==> config.mk <==
export PLATFORM = sky130hd
export DESIGN_NAME = bcl_close_latch
export DESIGN_NICKNAME = d
export VERILOG_FILES = /design/src/core/bcl_pkg.sv /design/src/core/bcl_close_latch.sv
export SDC_FILE = /design/constraint.sdc
export NUM_CORES = 1
export LEC_CHECK = 0
export BUFFER_PORTS_ARGS = -buffer_cell sky130_fd_sc_hd__buf_4
export CAP_MARGIN = 20
export CORE_MARGIN = 2
export CORE_UTILIZATION = 45
export CTS_CLUSTER_SIZE = 20
export DETAILED_ROUTE_END_ITERATION = 8
export GPL_TIMING_DRIVEN = 1
export PLACE_DENSITY_LB_ADDON = 0.05
export SLEW_MARGIN = 30
export SYNTH_ARGS = -nofsm -noshare
export SYNTH_HDL_FRONTEND = slang
export SYNTH_SLANG_ARGS = --single-unit
==> constraint.sdc <==
create_clock -name clk_sys -period 3.6 [get_ports clk_sys]
set_input_delay 0.36 -clock clk_sys [delete_from_list [all_inputs] [get_ports clk_sys]]
set_output_delay 0.36 -clock clk_sys [all_outputs]
set_load 0.02 [all_outputs]
==> src/core/bcl_pkg.sv <==
/*
 * Package for the breaker close latch: register map, field positions,
 * reset values, settings encodings and the grouped input carrier.
 * Assumes one processing interval per enabled clock of the owning block.
 */
package bcl_pkg;

    // ---------------------------------------------------------------
    // Register map
    // ---------------------------------------------------------------
    localparam int BCL_AW = 8;
    localparam int BCL_DW = 32;
    localparam logic [7:0] BCL_CTRL_ADDR = 8'h00;
    localparam logic [7:0] BCL_CFD_ADDR = 8'h04;
    localparam logic [7:0] BCL_STAT_ADDR = 8'h08;
    localparam logic [7:0] BCL_ISTAT_ADDR = 8'h0c;
    localparam logic [7:0] BCL_IMASK_ADDR = 8'h10;

    // ---------------------------------------------------------------
    // Field positions
    // ---------------------------------------------------------------
    localparam int BCL_CTRL_CFD_OFF = 0;
    localparam int BCL_CTRL_BKR_LSB = 1;
    localparam int BCL_CTRL_RCL_LSB = 3;
    localparam int BCL_STAT_CLOSE = 0;
    localparam int BCL_STAT_BKR = 1;
    localparam int BCL_STAT_FAIL = 2;
    localparam int BCL_STAT_RCL = 3;
    localparam int BCL_STAT_INOP = 4;
    localparam int BCL_IRQ_SET = 0;
    localparam int BCL_IRQ_FAIL = 1;
    localparam int BCL_IRQ_BKR = 2;
    localparam int BCL_IRQ_W = 3;

    // ---------------------------------------------------------------
    // Settings encodings and reset values
    // ---------------------------------------------------------------
    typedef enum logic [1:0] {
        BCL_BKR_OPTO = 2'h0,
        BCL_BKR_OPTO_INV = 2'h1,
        BCL_BKR_ZERO = 2'h2,
        BCL_BKR_ONE = 2'h3
    } bcl_bkr_sel_e;

    localparam logic [2:0] BCL_RCL_OFF = 3'h0;
    localparam logic [2:0] BCL_RCL_MAX = 3'h4;
    localparam logic [2:0] BCL_RCL_RST = 3'h0;
    localparam logic BCL_CFD_OFF_RST = 1'b0;
    // Close failure time in processing intervals
    localparam int BCL_CFD_TIME = 60;
    localparam logic [15:0] BCL_CFD_RST = 16'h003c;

    // ---------------------------------------------------------------
    // Grouped inputs from breaker contacts, trip logic and commands
    // ---------------------------------------------------------------
    typedef struct packed {
        logic opto_input_one;
        logic close_cmd_bit;
        logic trip_bit;
        logic diff_trip_bit;
        logic reclose_initiate;
        logic open_interval_tmo;
        logic reclose_supervision_cond;
    } bcl_in_s;

endpackage

==> src/core/bcl_close_latch.sv <==
/*
 * Breaker close latch: set/reset latch driving the close output contact,
 * with close-failure timer, breaker status selection, reclose enable
 * setting, a plain register port and one level interrupt.
 * Assumes inputs synchronous to clk_sys; each enabled clock is one
 * processing interval; bus master obeys one-cycle strobes.
 */
// Operation
// - Set only with unlatch low, breaker open, no initiate edge, no close failure.
// - Set on qualified reclose timeout or rising edge of the close condition.
// - Clear on unlatch, breaker closed, initiate rising edge or close failure.
// - Close-failure time OFF disables the timer and its clearing.
// - Default 60 intervals: close high at most 60, then the timeout clears it and sets the failure flag.
// - Defaults: status from opto input one, close command, unlatch is trip OR diff trip.
// - Each executed close command rises the command bit, giving a close edge.
// - Close blocked for as long as either trip bit is high.
// - Status equation constant zero makes close logic and reclosing inoperable.
// - Evaluated breaker status is exposed as a status bit.
// - Normally-closed contact handled by inversion; one still means closed.
// - Reclose enable takes off or one to four reclosures.
// - Reclose off never blocks closing through the close condition.
// - Reclose timeout input needs open interval timeout and supervision met.
`timescale 1ns/1ps

module bcl_close_latch
    import bcl_pkg::*;
#(
    parameter int CNT_W = 16
) (
    input wire logic clk_sys,
    input wire logic rst_b,
    input wire logic ce,
    input wire logic [BCL_AW-1:0] reg_addr,
    input wire logic [BCL_DW-1:0] reg_wdata,
    input wire logic reg_wr,
    input wire logic reg_rd,
    output logic [BCL_DW-1:0] reg_rdata,
    input wire bcl_in_s ins,
    output logic close_output_contact,
    output logic breaker_closed_status,
    output logic close_fail_flag,
    output logic reclose_active,
    output logic irq
);

    // ---------------------------------------------------------------
    // Elaboration check
    // ---------------------------------------------------------------
    if (CNT_W < 7 || CNT_W > 16) begin : g_chk
        $error("CNT_W must lie between 7 and 16");
    end

    // ---------------------------------------------------------------
    // State
    // ---------------------------------------------------------------
    typedef struct packed {
        logic close_r;
        logic cf_r;
        logic bkr_r;
        logic rcl_act_r;
        logic cl_prev_r;
        logic ri_prev_r;
        logic [CNT_W-1:0] cnt_r;
        logic cfd_off_r;
        bcl_bkr_sel_e bkr_sel_r;
        logic [2:0] rcl_r;
        logic [CNT_W-1:0] cfd_r;
        logic [BCL_IRQ_W-1:0] ist_r;
        logic [BCL_IRQ_W-1:0] imask_r;
        logic irq_r;
        logic [BCL_DW-1:0] rdata_r;
    } bcl_state_s;

    bcl_state_s st;
    bcl_state_s st_nxt;

    logic bkr_c;
    logic unlatch_close_cond_c;
    logic cl_c;
    logic cl_rise_c;
    logic ri_rise_c;
    logic inop_c;
    logic rcl_en_c;
    logic rcl_tmo_c;
    logic tmo_c;
    logic set_ok_c;
    logic set_ev_c;
    logic clr_c;
    logic [BCL_IRQ_W-1:0] ev_c;
    logic [BCL_DW-1:0] stat_c;

    // ---------------------------------------------------------------
    // Settings-driven equations
    // ---------------------------------------------------------------
    always_comb begin
        unique case (st.bkr_sel_r)
            BCL_BKR_OPTO: bkr_c = ins.opto_input_one;
            BCL_BKR_OPTO_INV: bkr_c = ~ins.opto_input_one;
            BCL_BKR_ZERO: bkr_c = 1'b0;
            BCL_BKR_ONE: bkr_c = 1'b1;
        endcase
        inop_c = (st.bkr_sel_r == BCL_BKR_ZERO);
        unlatch_close_cond_c = ins.trip_bit | ins.diff_trip_bit;
        cl_c = ins.close_cmd_bit;
        cl_rise_c = cl_c & ~st.cl_prev_r;
        ri_rise_c = ins.reclose_initiate & ~st.ri_prev_r;
        rcl_en_c = (st.rcl_r != BCL_RCL_OFF) & ~inop_c;
        rcl_tmo_c = rcl_en_c & ins.open_interval_tmo & ins.reclose_supervision_cond;
        tmo_c = st.close_r & ~st.cfd_off_r & (st.cnt_r >= st.cfd_r - 1'b1);
        set_ok_c = ~unlatch_close_cond_c & ~bkr_c & ~ri_rise_c & ~st.cf_r & ~inop_c;
        set_ev_c = rcl_tmo_c | cl_rise_c;
        clr_c = unlatch_close_cond_c | bkr_c | ri_rise_c | st.cf_r | tmo_c;
    end

    // ---------------------------------------------------------------
    // Status word and interrupt events
    // ---------------------------------------------------------------
    always_comb begin
        stat_c = '0;
        stat_c[BCL_STAT_CLOSE] = st.close_r;
        stat_c[BCL_STAT_BKR] = st.bkr_r;
        stat_c[BCL_STAT_FAIL] = st.cf_r;
        stat_c[BCL_STAT_RCL] = st.rcl_act_r;
        stat_c[BCL_STAT_INOP] = inop_c;
        ev_c = '0;
        ev_c[BCL_IRQ_SET] = ~st.close_r & set_ok_c & set_ev_c;
        ev_c[BCL_IRQ_FAIL] = tmo_c;
        ev_c[BCL_IRQ_BKR] = bkr_c & ~st.bkr_r;
    end

    // ---------------------------------------------------------------
    // Next-state logic
    // ---------------------------------------------------------------
    always_comb begin
        st_nxt = st;
        st_nxt.rdata_r = '0;
        if (ce) begin
            if (st.close_r) begin
                st_nxt.close_r = ~clr_c;
            end else begin
                st_nxt.close_r = set_ok_c & set_ev_c;
            end
            st_nxt.cf_r = tmo_c;
            if (st.close_r & ~st.cfd_off_r) begin
                st_nxt.cnt_r = st.cnt_r + 1'b1;
            end else begin
                st_nxt.cnt_r = '0;
            end
            st_nxt.bkr_r = bkr_c;
            st_nxt.rcl_act_r = rcl_en_c;
            st_nxt.cl_prev_r = cl_c;
            st_nxt.ri_prev_r = ins.reclose_initiate;
            if (reg_rd && reg_addr == BCL_ISTAT_ADDR) begin
                st_nxt.ist_r = ev_c;
            end else begin
                st_nxt.ist_r = st.ist_r | ev_c;
            end
            if (reg_wr) begin
                unique case (reg_addr)
                    BCL_CTRL_ADDR: begin
                        st_nxt.cfd_off_r = reg_wdata[BCL_CTRL_CFD_OFF];
                        st_nxt.bkr_sel_r = bcl_bkr_sel_e'(reg_wdata[BCL_CTRL_BKR_LSB +: 2]);
                        if (reg_wdata[BCL_CTRL_RCL_LSB +: 3] <= BCL_RCL_MAX) begin
                            st_nxt.rcl_r = reg_wdata[BCL_CTRL_RCL_LSB +: 3];
                        end
                    end
                    BCL_CFD_ADDR: begin
                        if (reg_wdata[CNT_W-1:0] != '0) begin
                            st_nxt.cfd_r = reg_wdata[CNT_W-1:0];
                        end
                    end
                    BCL_IMASK_ADDR: st_nxt.imask_r = reg_wdata[BCL_IRQ_W-1:0];
                    default: ;
                endcase
            end
            if (reg_rd) begin
                unique case (reg_addr)
                    BCL_CTRL_ADDR: begin
                        st_nxt.rdata_r[BCL_CTRL_CFD_OFF] = st.cfd_off_r;
                        st_nxt.rdata_r[BCL_CTRL_BKR_LSB +: 2] = st.bkr_sel_r;
                        st_nxt.rdata_r[BCL_CTRL_RCL_LSB +: 3] = st.rcl_r;
                    end
                    BCL_CFD_ADDR: st_nxt.rdata_r[CNT_W-1:0] = st.cfd_r;
                    BCL_STAT_ADDR: st_nxt.rdata_r = stat_c;
                    BCL_ISTAT_ADDR: st_nxt.rdata_r[BCL_IRQ_W-1:0] = st.ist_r;
                    BCL_IMASK_ADDR: st_nxt.rdata_r[BCL_IRQ_W-1:0] = st.imask_r;
                    default: st_nxt.rdata_r = '0;
                endcase
            end
            st_nxt.irq_r = |(st_nxt.ist_r & st_nxt.imask_r);
        end else begin
            st_nxt.rdata_r = st.rdata_r;
        end
    end

    // ---------------------------------------------------------------
    // State register
    // ---------------------------------------------------------------
    always_ff @(posedge clk_sys) begin
        if (!rst_b) begin
            st <= '0;
            st.cfd_off_r <= BCL_CFD_OFF_RST;
            st.bkr_sel_r <= BCL_BKR_OPTO;
            st.rcl_r <= BCL_RCL_RST;
            st.cfd_r <= BCL_CFD_RST[CNT_W-1:0];
        end else begin
            st <= st_nxt;
        end
    end

    assign close_output_contact = st.close_r;
    assign breaker_closed_status = st.bkr_r;
    assign close_fail_flag = st.cf_r;
    assign reclose_active = st.rcl_act_r;
    assign irq = st.irq_r;
    assign reg_rdata = st.rdata_r;
endmodule

Yosys cells after proc, flatten, opt, wreduce, memory -nomap -nowiden:

Cells that the tools add are included.

* register bits: 83
* bits in writable memories: 0
* memories kept: 0
* ROM bits: 0
* logic and storage cells: 82
* latch bits: 0
* input bits: 52

* multiplexer cells: 12
* multiply operators: 0
* bitwise operators: 35
* $lt $le $gt $ge: 2
* reductions and logical operators: 9
* add/sub/neg operators: 2
* divide/modulo/power cells: 0
* shift operators: 0
* eq/ne operators: 7

Operators with widths (number)
* $mux W16: 2
* $add A16 B1 Y16 const B: 1
* $eq A8 B4 Y1 const B: 2
* $ge A16 B16 Y1: 1
* $reduce_bool A16 Y1: 1
* $sub A16 B1 Y16 const B: 1
* $and A1 B1 Y1: 15
* $mux W3: 5
* $pmux W3 S5: 1
* $not A1 Y1: 12
* $mux W10: 1
* $pmux W3 S3: 1
* $eq A8 B3 Y1 const B: 1
* $eq A8 B5 Y1 const B: 1
* $logic_not A8 Y1: 1
* $reduce_and A4 Y1: 2
* $or A1 B1 Y1: 6
* $eq A2 B2 Y1 const B: 2
* $pmux W1 S4: 1
* $and A3 B3 Y3: 1
* $le A3 B3 Y1 const B: 1
* $or A3 B3 Y3: 1
* $reduce_and A3 Y1: 1
* $reduce_bool A3 Y1: 1
* other kinds (5): 5

Longest topological paths before layout:

Gate-level depths: netlist of the first run.

* word-level depth: 14
* mapped depth: 12
* gate-level depth less buffers: 11

Least setup slack after synthesis of the first run:

Ideal clock, no wire load.

* kind: reg-to-reg
* start: register st[44] in the netlist's numbering
* end: register st (netlist bit close_output_contact)
* required time: 3.476 ns
* cell stages (with the launch flop): 13
* setup slack: 0.587 ns
* data arrival time: 2.889 ns
* library setup time: 0.124 ns
* cell sequence: dfxtp_1 > clkbuf_1 > or4_1 > nor3_1 > and3_1 > nand2_1 > xor2_1 > ha_1 > nand4_1 > or3_1 > a311oi_1 > o311a_1 > o21ai_0

* word-level cells in the longest chain between the ends: 6

Ends and longest elaborated chain
* start, declared: RTL line bcl_close_latch.sv:74 `bcl_state_s st;`
* start signal, assigned: RTL line bcl_close_latch.sv:207 `st <= st_nxt;`
* $sub A16 B1 Y16: RTL line bcl_close_latch.sv:109 `tmo_c = st.close_r & ~st.cfd_off_r & (st.cnt_r >= st.cfd_r - 1'b1);`
* $ge A16 B16 Y1: RTL line bcl_close_latch.sv:109
* $and A1 B1 Y1: RTL line bcl_close_latch.sv:109
* $or A1 B1 Y1: RTL line bcl_close_latch.sv:112 `clr_c = unlatch_close_cond_c | bkr_c | ri_rise_c | st.cf_r | tmo_c;`
* $not A1 Y1: RTL line bcl_close_latch.sv:139 `st_nxt.close_r = ~clr_c;`
* $mux W1: RTL line bcl_close_latch.sv:138 `if (st.close_r) begin`

Every way passes these cells.
A chain may end at the register's enable or synchronous reset.

Worst setup path in the final report of the first run:

* start: register st[47] in the netlist's numbering
* end: register st (netlist bit close_output_contact)

The elaborated chain is that of the path after synthesis.

==> results.cfg, run 1 <==
[setup_path]
cp.arrival_ns = 3.53
start_kind = register
crit_type = register to register
cp_slowest_stage_delay_ns = 0.55
path_max_fanout = 4
path_cells = or4_1 > nor3_1 > and3_1 > nand2_1 > xor2_1 > ha_1 > nand4_1 > or3_1 > a311oi_2 > o311a_1 > o21ai_0
slowest_stage = or4_1
path_buf_inv = 0
crit_path_end_kind = register
critPathTopFamily = simple AND/OR/NAND/NOR gates
required_ns = 3.83

[sta]
max_freq_ghz = 0.303
skew_ns = 0.0108
worst_pin_slew_ns = 0.620
grt_setup_unrepaired = no
fin_tns_setup_ns = 0
hold_viol_final = 0
maxSlewViolCount = 0
min_period_over_period_pct = 91.8
finalCriticalPeriod_ns = 3.30
relSlewSlack_pct = 58.4
setup_violations = 0

[drt]
wl_per_cell_um = 15.3
vias = 3263
drtAntennaViolNets = 0
drtPass1Iterations = 5
drt_iter0_drc = 116
vias_per_cell = 5.39
route.detailed.drc = 0
wl_mm = 9.28

[die]
core_um2 = 8720
ioPinCount = 89
die_area_um2 = 9740
fp-row-count = 34
die_width_um = 98.7
initial_core_util_pct = 46.3
die_y_um = 98.7

[grt]
grt_pass1_vias = 2975
grt-ovfl-total = 0
grt_use_total_pct = 19.6
grt_pass1_wl_mm = 15.3
grt_max_degree = 56
antenna_found_initial = 0

[placement]
place_congestion = 0.842
hpwlAfterDp_mm = 6.92
placedInstanceArea_um2 = 4340
io_buffers = 56

[clock_network]
clk_path_buf_depth = 2
cts_tree = yes
cts_root_buffer = clkbuf_8
clkLatencyLatePin_ns = 0.35
cts_hold_buf = 0
cts_max_level = 3
cts_buffers = 9
clk_pin_slew_ns = 0.08
cts.sinks = 67

[synthesis]
async_flop_share_pct = 0
seq_area_frac_synth_pct = 33.2
ys_warn_count = 0
synth_seq_cells = 67
synth.avg_cell_area_um2 = 8.79
netlist_instances = 459
syn-cell-area_um2 = 4040
yosysUniqueCellTypes = 61
ys.flop_type = dfxtp_1
synth_edf_count = 0

[power]
p_leak_uw = 0.00188
power_density_nw_per_um2 = 323
irDropWorstVdd_mv = 0.146

[finish]
seqCellArea_um2 = 1340
syn_to_final_growth_pct = 12.1
drive_above_1_share_pct = 17.9
multi_input_area_um2 = 2380
num_antenna_cells = 0
fillers = 826
stdcell_area_um2 = 4520
final_nets = 562

[outcome]
status = finished clean

[worst_hold_path]
hold_class = primary input to register

[flow_run]
maxCapViolCount = 0
[path summary, 6_finish.rpt]
kind / slack (ns) / to / start / cells after the start
worst max-delay path: 0.30 / close_output_contact$_SDFFE_PN0P_ / st[47]$_SDFFE_PN0P_ / 11
worst min-delay path: 0.28 / st[77]$_SDFFE_PN0P_ / ins[2] / 3
worst max register to register: 0.30 / close_output_contact$_SDFFE_PN0P_ / st[47]$_SDFFE_PN0P_ / 11
worst min register to register: 0.48 / st[56]$_SDFFE_PN0P_ / st[56]$_SDFFE_PN0P_ / 2
[final cells by class]
cell class                 count  area share, %
sequential                    67           29.7
clock inverter                 7           1.13
clock buffer                   9           2.74
tap                          108           2.99
multi-input combinational    342           52.6
timing repair buffer          59           9.80
inverter                      13           1.08
[layer usage]
layer	vias up	share of wire (%)	track usage, %
met5	-	0	0
met4	0	1.3	7.27
met3	10	3.9	3.05
met2	75	47	31.4
li1	1633	-	-
met1	1545	48	26.8
[where the power goes]
| group | total (uW) | internal (uW) | leakage, uW | switching (uW) |
|---|---|---|---|---|
| combinational | 136 | 56.1 | 0.00125 | 79.5 |
| sequential | 752 | 747 | 0.000541 | 5.70 |
| clock | 575 | 253 | 0.0000860 | 322 |
[layout by cell type (no fill, tap or decap), types with 3 or more instances in the layout]
cell and n:
o211ai_1 3, inv_1 13, xor2_1 19, o41ai_1 3, xnor2_1 12, and2_1 5, nand4_1 14, nor4_1 7
or3_1 3, a21oi_1 17, nand3_1 9, nand2_1 35, a22oi_1 5, nor2_1 28, ha_1 18, o21ai_0 6
nand2b_1 9, and3_1 6, nor2b_1 44, mux4_2 3, a21boi_0 5, dfxtp_1 67, mux2i_1 23, clkbuf_8 9
o22ai_1 5, buf_4 59, nor3_1 8, conb_1 16
[synth_stat cells (5+ instances only)]
library cell / count / share of area (%)
nand3_1: 9 / 1.1
and2_1: 5 / 0.78
nor3_1: 8 / 0.99
buf_4: 33 / 6.1
and3_1: 6 / 0.93
nand4_1: 14 / 2.2
o21ai_0: 6 / 0.74
nand2_1: 35 / 3.3
nor2b_1: 44 / 6.8
xor2_1: 19 / 4.1
a21oi_1: 17 / 2.1
mux2i_1: 23 / 5.7
nor4_1: 7 / 1.1
dfxtp_1: 67 / 33
xnor2_1: 12 / 2.6
a22oi_1: 5 / 0.93
a21boi_0: 5 / 0.93
nor2_1: 28 / 2.6
ha_1: 18 / 5.6
nand2b_1: 9 / 1.4
o22ai_1: 5 / 0.78
clkbuf_1: 15 / 1.4
inv_1: 13 / 1.2
[flip-flops by register name, indices dropped and copies added, names as in the netlist]
name	cells
st	46
irq	1
close_fail_flag	1
reg_rdata	16
reclose_active	1
breaker_closed_status	1
close_output_contact	1
[worst reg2reg max path, stage by stage (launching register included)]
cell and delay, ns:
dfxtp_1 0.35, or4_1 0.56, nor3_1 0.29, and3_1 0.23, nand2_1 0.07, xor2_1 0.15
ha_1 0.32, nand4_1 0.13, or3_1 0.44, a311oi_2 0.28, o311a_1 0.28, o21ai_0 0.10
[kinds of logic (layout without fill, tap and decap cells)]
logic type | Yosys count | count (layout) | synth area share, %
adders and majority gates | 18 | 18 | 5.58
xor gates and xnor gates | 31 | 31 | 6.73
other | 1 | 16 | 0.0929
buffers and inverters | 65 | 88 | 9.36
AOI/OAI and AO/OA | 63 | 63 | 10.7
and+or+nand+nor | 186 | 186 | 26.4
DFF | 67 | 67 | 33.2
muxes | 28 | 28 | 7.94
[metrics by stage]
step | cells | setup slack (ns) | hold WS (ns) | total power, uW | util [%]
2_1_floorplan | 474 | 0.587 | 0.449 | 861 | -
3_3_place_gp | 589 | 0.318 | 0.466 | 905 | 49.8
3_5_place_dp | 589 | 0.224 | 0.473 | 906 | 49.8
4_1_cts | 605 | 0.205 | 0.255 | 1480 | 51.8
5_1_grt | 605 | 0.0670 | 0.274 | 1530 | 51.9
6_report | 605 | 0.297 | 0.276 | 1460 | 51.9
[repair_timing]
item                       CTS  global route
resized for setup            0             1
setup endpoints to repair    0             3
buffers inserted             0             0
No activity file was read; power rests on OpenSTA's default activity.
==> run 2, diff against run 1 <==
- CORE_UTILIZATION: 45 -> 55
- PLACE_DENSITY: unset -> 0.81
- PLACE_DENSITY_LB_ADDON: 0.05 -> unset
- REMOVE_ABC_BUFFERS: unset -> 1
==> run 2 against run 1 <==
Compared with the run above:
- count of clock-buffer cells in the layout up 2
- sequential share of layout area down 0.098 points
- combinational power about the same
- total power up 7.2%
- via count up 0.31%
- global-route usage up 3.2 points
- largest cell class unchanged
==> results.cfg, run 2 (same netlist as run 1, synthesis figures left out) <==
[clock_network]
cts_max_level = 3
clk_pin_slew_ns = 0.07
clk_path_buf_depth = 2
cts_tree = yes
cts.sinks = 67
cts_buffers = 9
cts_root_buffer = clkbuf_8
clkLatencyLatePin_ns = 0.36

[drt]
drt_iter0_drc = 145
vias_per_cell = 5.50
vias = 3273
wl_mm = 8.73
route.detailed.drc = 0
wl_per_cell_um = 14.7
drtPass1Iterations = 4
drtAntennaViolNets = 0

[die]
die_y_um = 89.7
core_um2 = 7180
initial_core_util_pct = 56.2
die_area_um2 = 8040
ioPinCount = 89
fp-row-count = 31
die_width_um = 89.7

[outcome]
status = finished clean

[power]
power_density_nw_per_um2 = 346
p_sw_share_pct = 24.0
p_sw_uw = 377
p_seq_share_pct = 48.0
cellInternalPower_uw = 1190
pwr-share-comb_pct = 8.7
irDropWorstVdd_mv = 0.165
p_clk_share_pct = 43.3
p_leak_uw = 0.00189

[placement]
placedInstanceArea_um2 = 4320
io_buffers = 56
place_congestion = 0.878
hpwlAfterDp_mm = 6.45

[setup_path]
cp.arrival_ns = 3.54
crit_type = register to register
start_kind = register
required_ns = 3.84
crit_path_end_kind = register
path_max_fanout = 5

[finish]
fillers = 613
final_nets = 561
regMostFlops = st
stdcell_area_um2 = 4540
num_antenna_cells = 0
layout_common_cells = dfxtp_1, buf_4, nor2b_1
fin_util_pct = 63.2
largest_reg_flops = 46
drive_above_1_share_pct = 17.3
mostFrequentLayoutCell = dfxtp_1
syn_to_final_growth_pct = 12.4

[grt]
antenna_found_initial = 0
grt-ovfl-total = 0
grt_use_total_pct = 22.7
grt_max_degree = 56
grt_pass1_vias = 3017
grt_pass1_wl_mm = 14.0

[flow_run]
maxCapViolCount = 0

[sta]
skew_ns = 0.00699
relSlewSlack_pct = 55.9
grt_setup_unrepaired = no
min_period_over_period_pct = 91.7
finalCriticalPeriod_ns = 3.30
worst_pin_slew_ns = 0.656
hold_viol_final = 0
setup_violations = 0
maxSlewViolCount = 0
max_freq_ghz = 0.303
fin_tns_setup_ns = 0

[worst_hold_path]
hold_class = primary input to register
run 2: power by group through the flow:
stage	logic (uW)	clock network (uW)	registers [uW]
after detailed placement	135	0	769
after CTS	135	689	752
after global routing	148	716	753
final	136	679	753
after floorplan	60.1	0	770
after global placement	132	0	769
run 2: final timing paths:
kind | startpoint | to | slack (ns) | depth (start not counted)
max | st[46]$_SDFFE_PN0P_ | close_output_contact$_SDFFE_PN0P_ | 0.30 | 11
min | reg_wdata[3] | st[42]$_SDFFE_PN1P_ | 0.26 | 3
max reg2reg | st[46]$_SDFFE_PN0P_ | close_output_contact$_SDFFE_PN0P_ | 0.30 | 11
min reg2reg | st[56]$_SDFFE_PN0P_ | st[56]$_SDFFE_PN0P_ | 0.48 | 2
run 2: metal layers:
layer  up-vias  part of all wire, %  global-route usage (%)
met1      1524                   44                    28.9
met3        21                  4.4                    4.20
li1       1628                    -                       -
met2       100                   49                    37.4
met5         -                    0                       0
met4         0                  2.9                    10.6
run 2: per-stage QoR:
stage / worst slack (ns) / hold slack (ns) / std cells / total power [uW]
3_5_place_dp: 0.230 / 0.468 / 579 / 904
4_1_cts: 0.207 / 0.253 / 595 / 1580
3_3_place_gp: 0.369 / 0.464 / 579 / 901
5_1_grt: 0.110 / 0.267 / 595 / 1620
2_1_floorplan: 0.645 / 0.422 / 422 / 830
6_report: 0.300 / 0.259 / 595 / 1570
run 2: timing repair:
item                       CTS  global route
setup endpoints to repair    0             1
buffers inserted             0             0
resized for setup            0             1
hold buffers                 0             0
run 2: final cells by class:
| cell class | count | area [um2] | share of cell area [%] |
|---|---|---|---|
| repair buffers | 58 | 435 | 9.60 |
| well taps | 99 | 124 | 2.73 |
| flip-flops and latches | 67 | 1340 | 29.6 |
| clock inverters | 5 | 77.6 | 1.71 |
| clock buffers | 11 | 131 | 2.90 |
| multi-input cells | 342 | 2380 | 52.4 |
| inverters | 13 | 48.8 | 1.08 |
run 2: critical path, stage by stage (launching register included):
cell	delay [ns]
dfxtp_1	0.35
or4_1	0.57
nor3_1	0.27
and3_1	0.24
nand2_1	0.07
xor2_1	0.15
ha_1	0.32
nand4_1	0.12
or3_1	0.43
a311oi_2	0.27
o311a_1	0.26
o21ai_0	0.10
==> run 3, diff against run 2 <==
- CELL_PAD_IN_SITES_DETAIL_PLACEMENT: unset -> 1
- CELL_PAD_IN_SITES_GLOBAL_PLACEMENT: unset -> 2
- CORE_UTILIZATION: 55 -> 32
- PLACE_DENSITY: 0.81 -> unset
- PLACE_DENSITY_LB_ADDON: unset -> 0.1
==> run 3 against run 2 <==
Compared with the run above:
- cell count is 13% higher
- worst hold slack improved by 0.032 ns
- sequential power about the same
- count of clock-buffer cells in the layout grew 1
- total power grew 20%
- design area is 5.1% higher
- maximum frequency about the same
- clock skew decreased by 0.0015 ns
- critical path type unchanged
- critical endpoint unchanged
- highest routed layer unchanged
==> results.cfg, run 3 (same netlist as run 1, synthesis figures left out) <==
[drt]
wl_mm = 10.6
vias_per_cell = 4.86
drtAntennaViolNets = 0
drtPass1Iterations = 4
drt_iter0_drc = 127
wl_per_cell_um = 15.8
vias = 3264
route.detailed.drc = 0

[die]
die_area_um2 = 13500
ioPinCount = 89
die_width_um = 116
die_y_um = 116
fp-row-count = 41
initial_core_util_pct = 32.4
core_um2 = 12500

[finish]
syn_to_final_growth_pct = 18.2
drive_above_1_share_pct = 18.0
largest_reg_flops = 46
mostFrequentLayoutCell = dfxtp_1
regMostFlops = st
layout_common_cells = dfxtp_1, buf_4, nor2b_1
num_antenna_cells = 0
final_nets = 564

[grt]
antenna_found_initial = 0
grt_pass1_wl_mm = 17.4
grt_max_degree = 56
grt-ovfl-total = 0
grt_pass1_vias = 3376
grt_use_total_pct = 16.9

[placement]
io_buffers = 56
hpwlAfterDp_mm = 7.96
place_congestion = 0.744
pre_cts_ws_ns = 0.187

[outcome]
status = finished clean

[clock_network]
cts_tree = yes
cts_hold_buf = 0
clk_pin_slew_ns = 0.06
cts_max_level = 3
cts_root_buffer = clkbuf_16
clk_path_buf_depth = 2
clkLatencyLatePin_ns = 0.34
cts_buffers = 9
cts.sinks = 67

[setup_path]
crit_path_end_kind = register
required_ns = 3.82
start_kind = register
path_max_fanout = 4
r2r_slack_ns = 0.30
cp.arrival_ns = 3.52
crit_type = register to register
ff2ff_path_depth = 11

[power]
irDropWorstVdd_mv = 0.202
p_leak_uw = 0.00197
power_density_nw_per_um2 = 393

[sta]
setup_violations = 0
finalCriticalPeriod_ns = 3.30
hold_viol_final = 0
whs_ns = 0.291
min_period_over_period_pct = 91.7
grt_setup_unrepaired = no
worst_pin_slew_ns = 0.628
max_freq_ghz = 0.303
fin_tns_setup_ns = 0
relSlewSlack_pct = 57.8
fin_ws_ns = 0.300
maxSlewViolCount = 0
skew_ns = 0.00546

[flow_run]
maxCapViolCount = 0

[worst_hold_path]
hold_class = primary input to register
holdPathStages = 3
-- run 3: cell count changes in the layout (fill, tap and decap cells not counted), sizes merged --
| cell | previous run | this run |
|---|---|---|
| buf | 58 | 61 |
| clkbuf | 11 | 12 |
| clkinv | 2 | 1 |
-- run 3: final timing paths --
kind | start | end
worst max-delay path | st[47]$_SDFFE_PN0P_ | close_output_contact$_SDFFE_PN0P_
worst max register to register | st[47]$_SDFFE_PN0P_ | close_output_contact$_SDFFE_PN0P_
worst min-delay path | reg_wdata[12] | st[51]$_SDFFE_PN0P_
worst min register to register | reg_rdata[5]$_SDFFE_PN0P_ | reg_rdata[5]$_SDFFE_PN0P_
-- run 3: report_power, final --
group          internal, uW  switching, uW
sequential              748           5.79
combinational          56.1           81.7
clock                   643            340
-- run 3: area by class of cell --
cell class                 instances  area, um2
timing repair buffer              61        458
fill                            1494       7700
multi-input combinational        342       2380
inverter                          13       48.8
sequential                        67       1340
tap                              172        215
clock inverter                     4       72.6
clock buffer                      12        256
-- run 3: stage by stage --
stage	power [uW]	util (%)	area, um2	instances
global placement	909	35.6	4440	655
detailed placement	910	35.6	4440	655
floorplan	830	-	3760	422
CTS	1910	38.2	4760	671
finish	1870	38.3	4770	671
global route	1950	38.3	4770	671
-- run 3: timing repair --
item / in CTS / in global routing
setup buffers: 0 / 0
gates resized for setup: 0 / 1
endpoints found under the hold margin: 0 / 0
setup endpoints to repair: 0 / 3
-- run 3: critical path, stage by stage, from the launching register on --
cell and delay (ns):
dfxtp_1 0.34, or4_1 0.58, nor3_2 0.20, and3_1 0.20, nand2_1 0.07, xor2_1 0.15, ha_1 0.32, nand4_1 0.15
or3_1 0.44, a311oi_1 0.35, o311a_1 0.29, o21ai_0 0.10
-- run 3: routing by layer --
| layer | vias to the layer above | share of wire [%] | GRT usage [%] | routed length [um] |
|---|---|---|---|---|
| li1 | 1624 | - | - | - |
| met1 | 1572 | 47 | 21.4 | 4960 |
| met2 | 58 | 48 | 27.9 | 5040 |
| met3 | 10 | 4.0 | 4.15 | 420 |
| met4 | 0 | 1.5 | 6.19 | 157 |
| met5 | - | 0 | 0 | 0 |
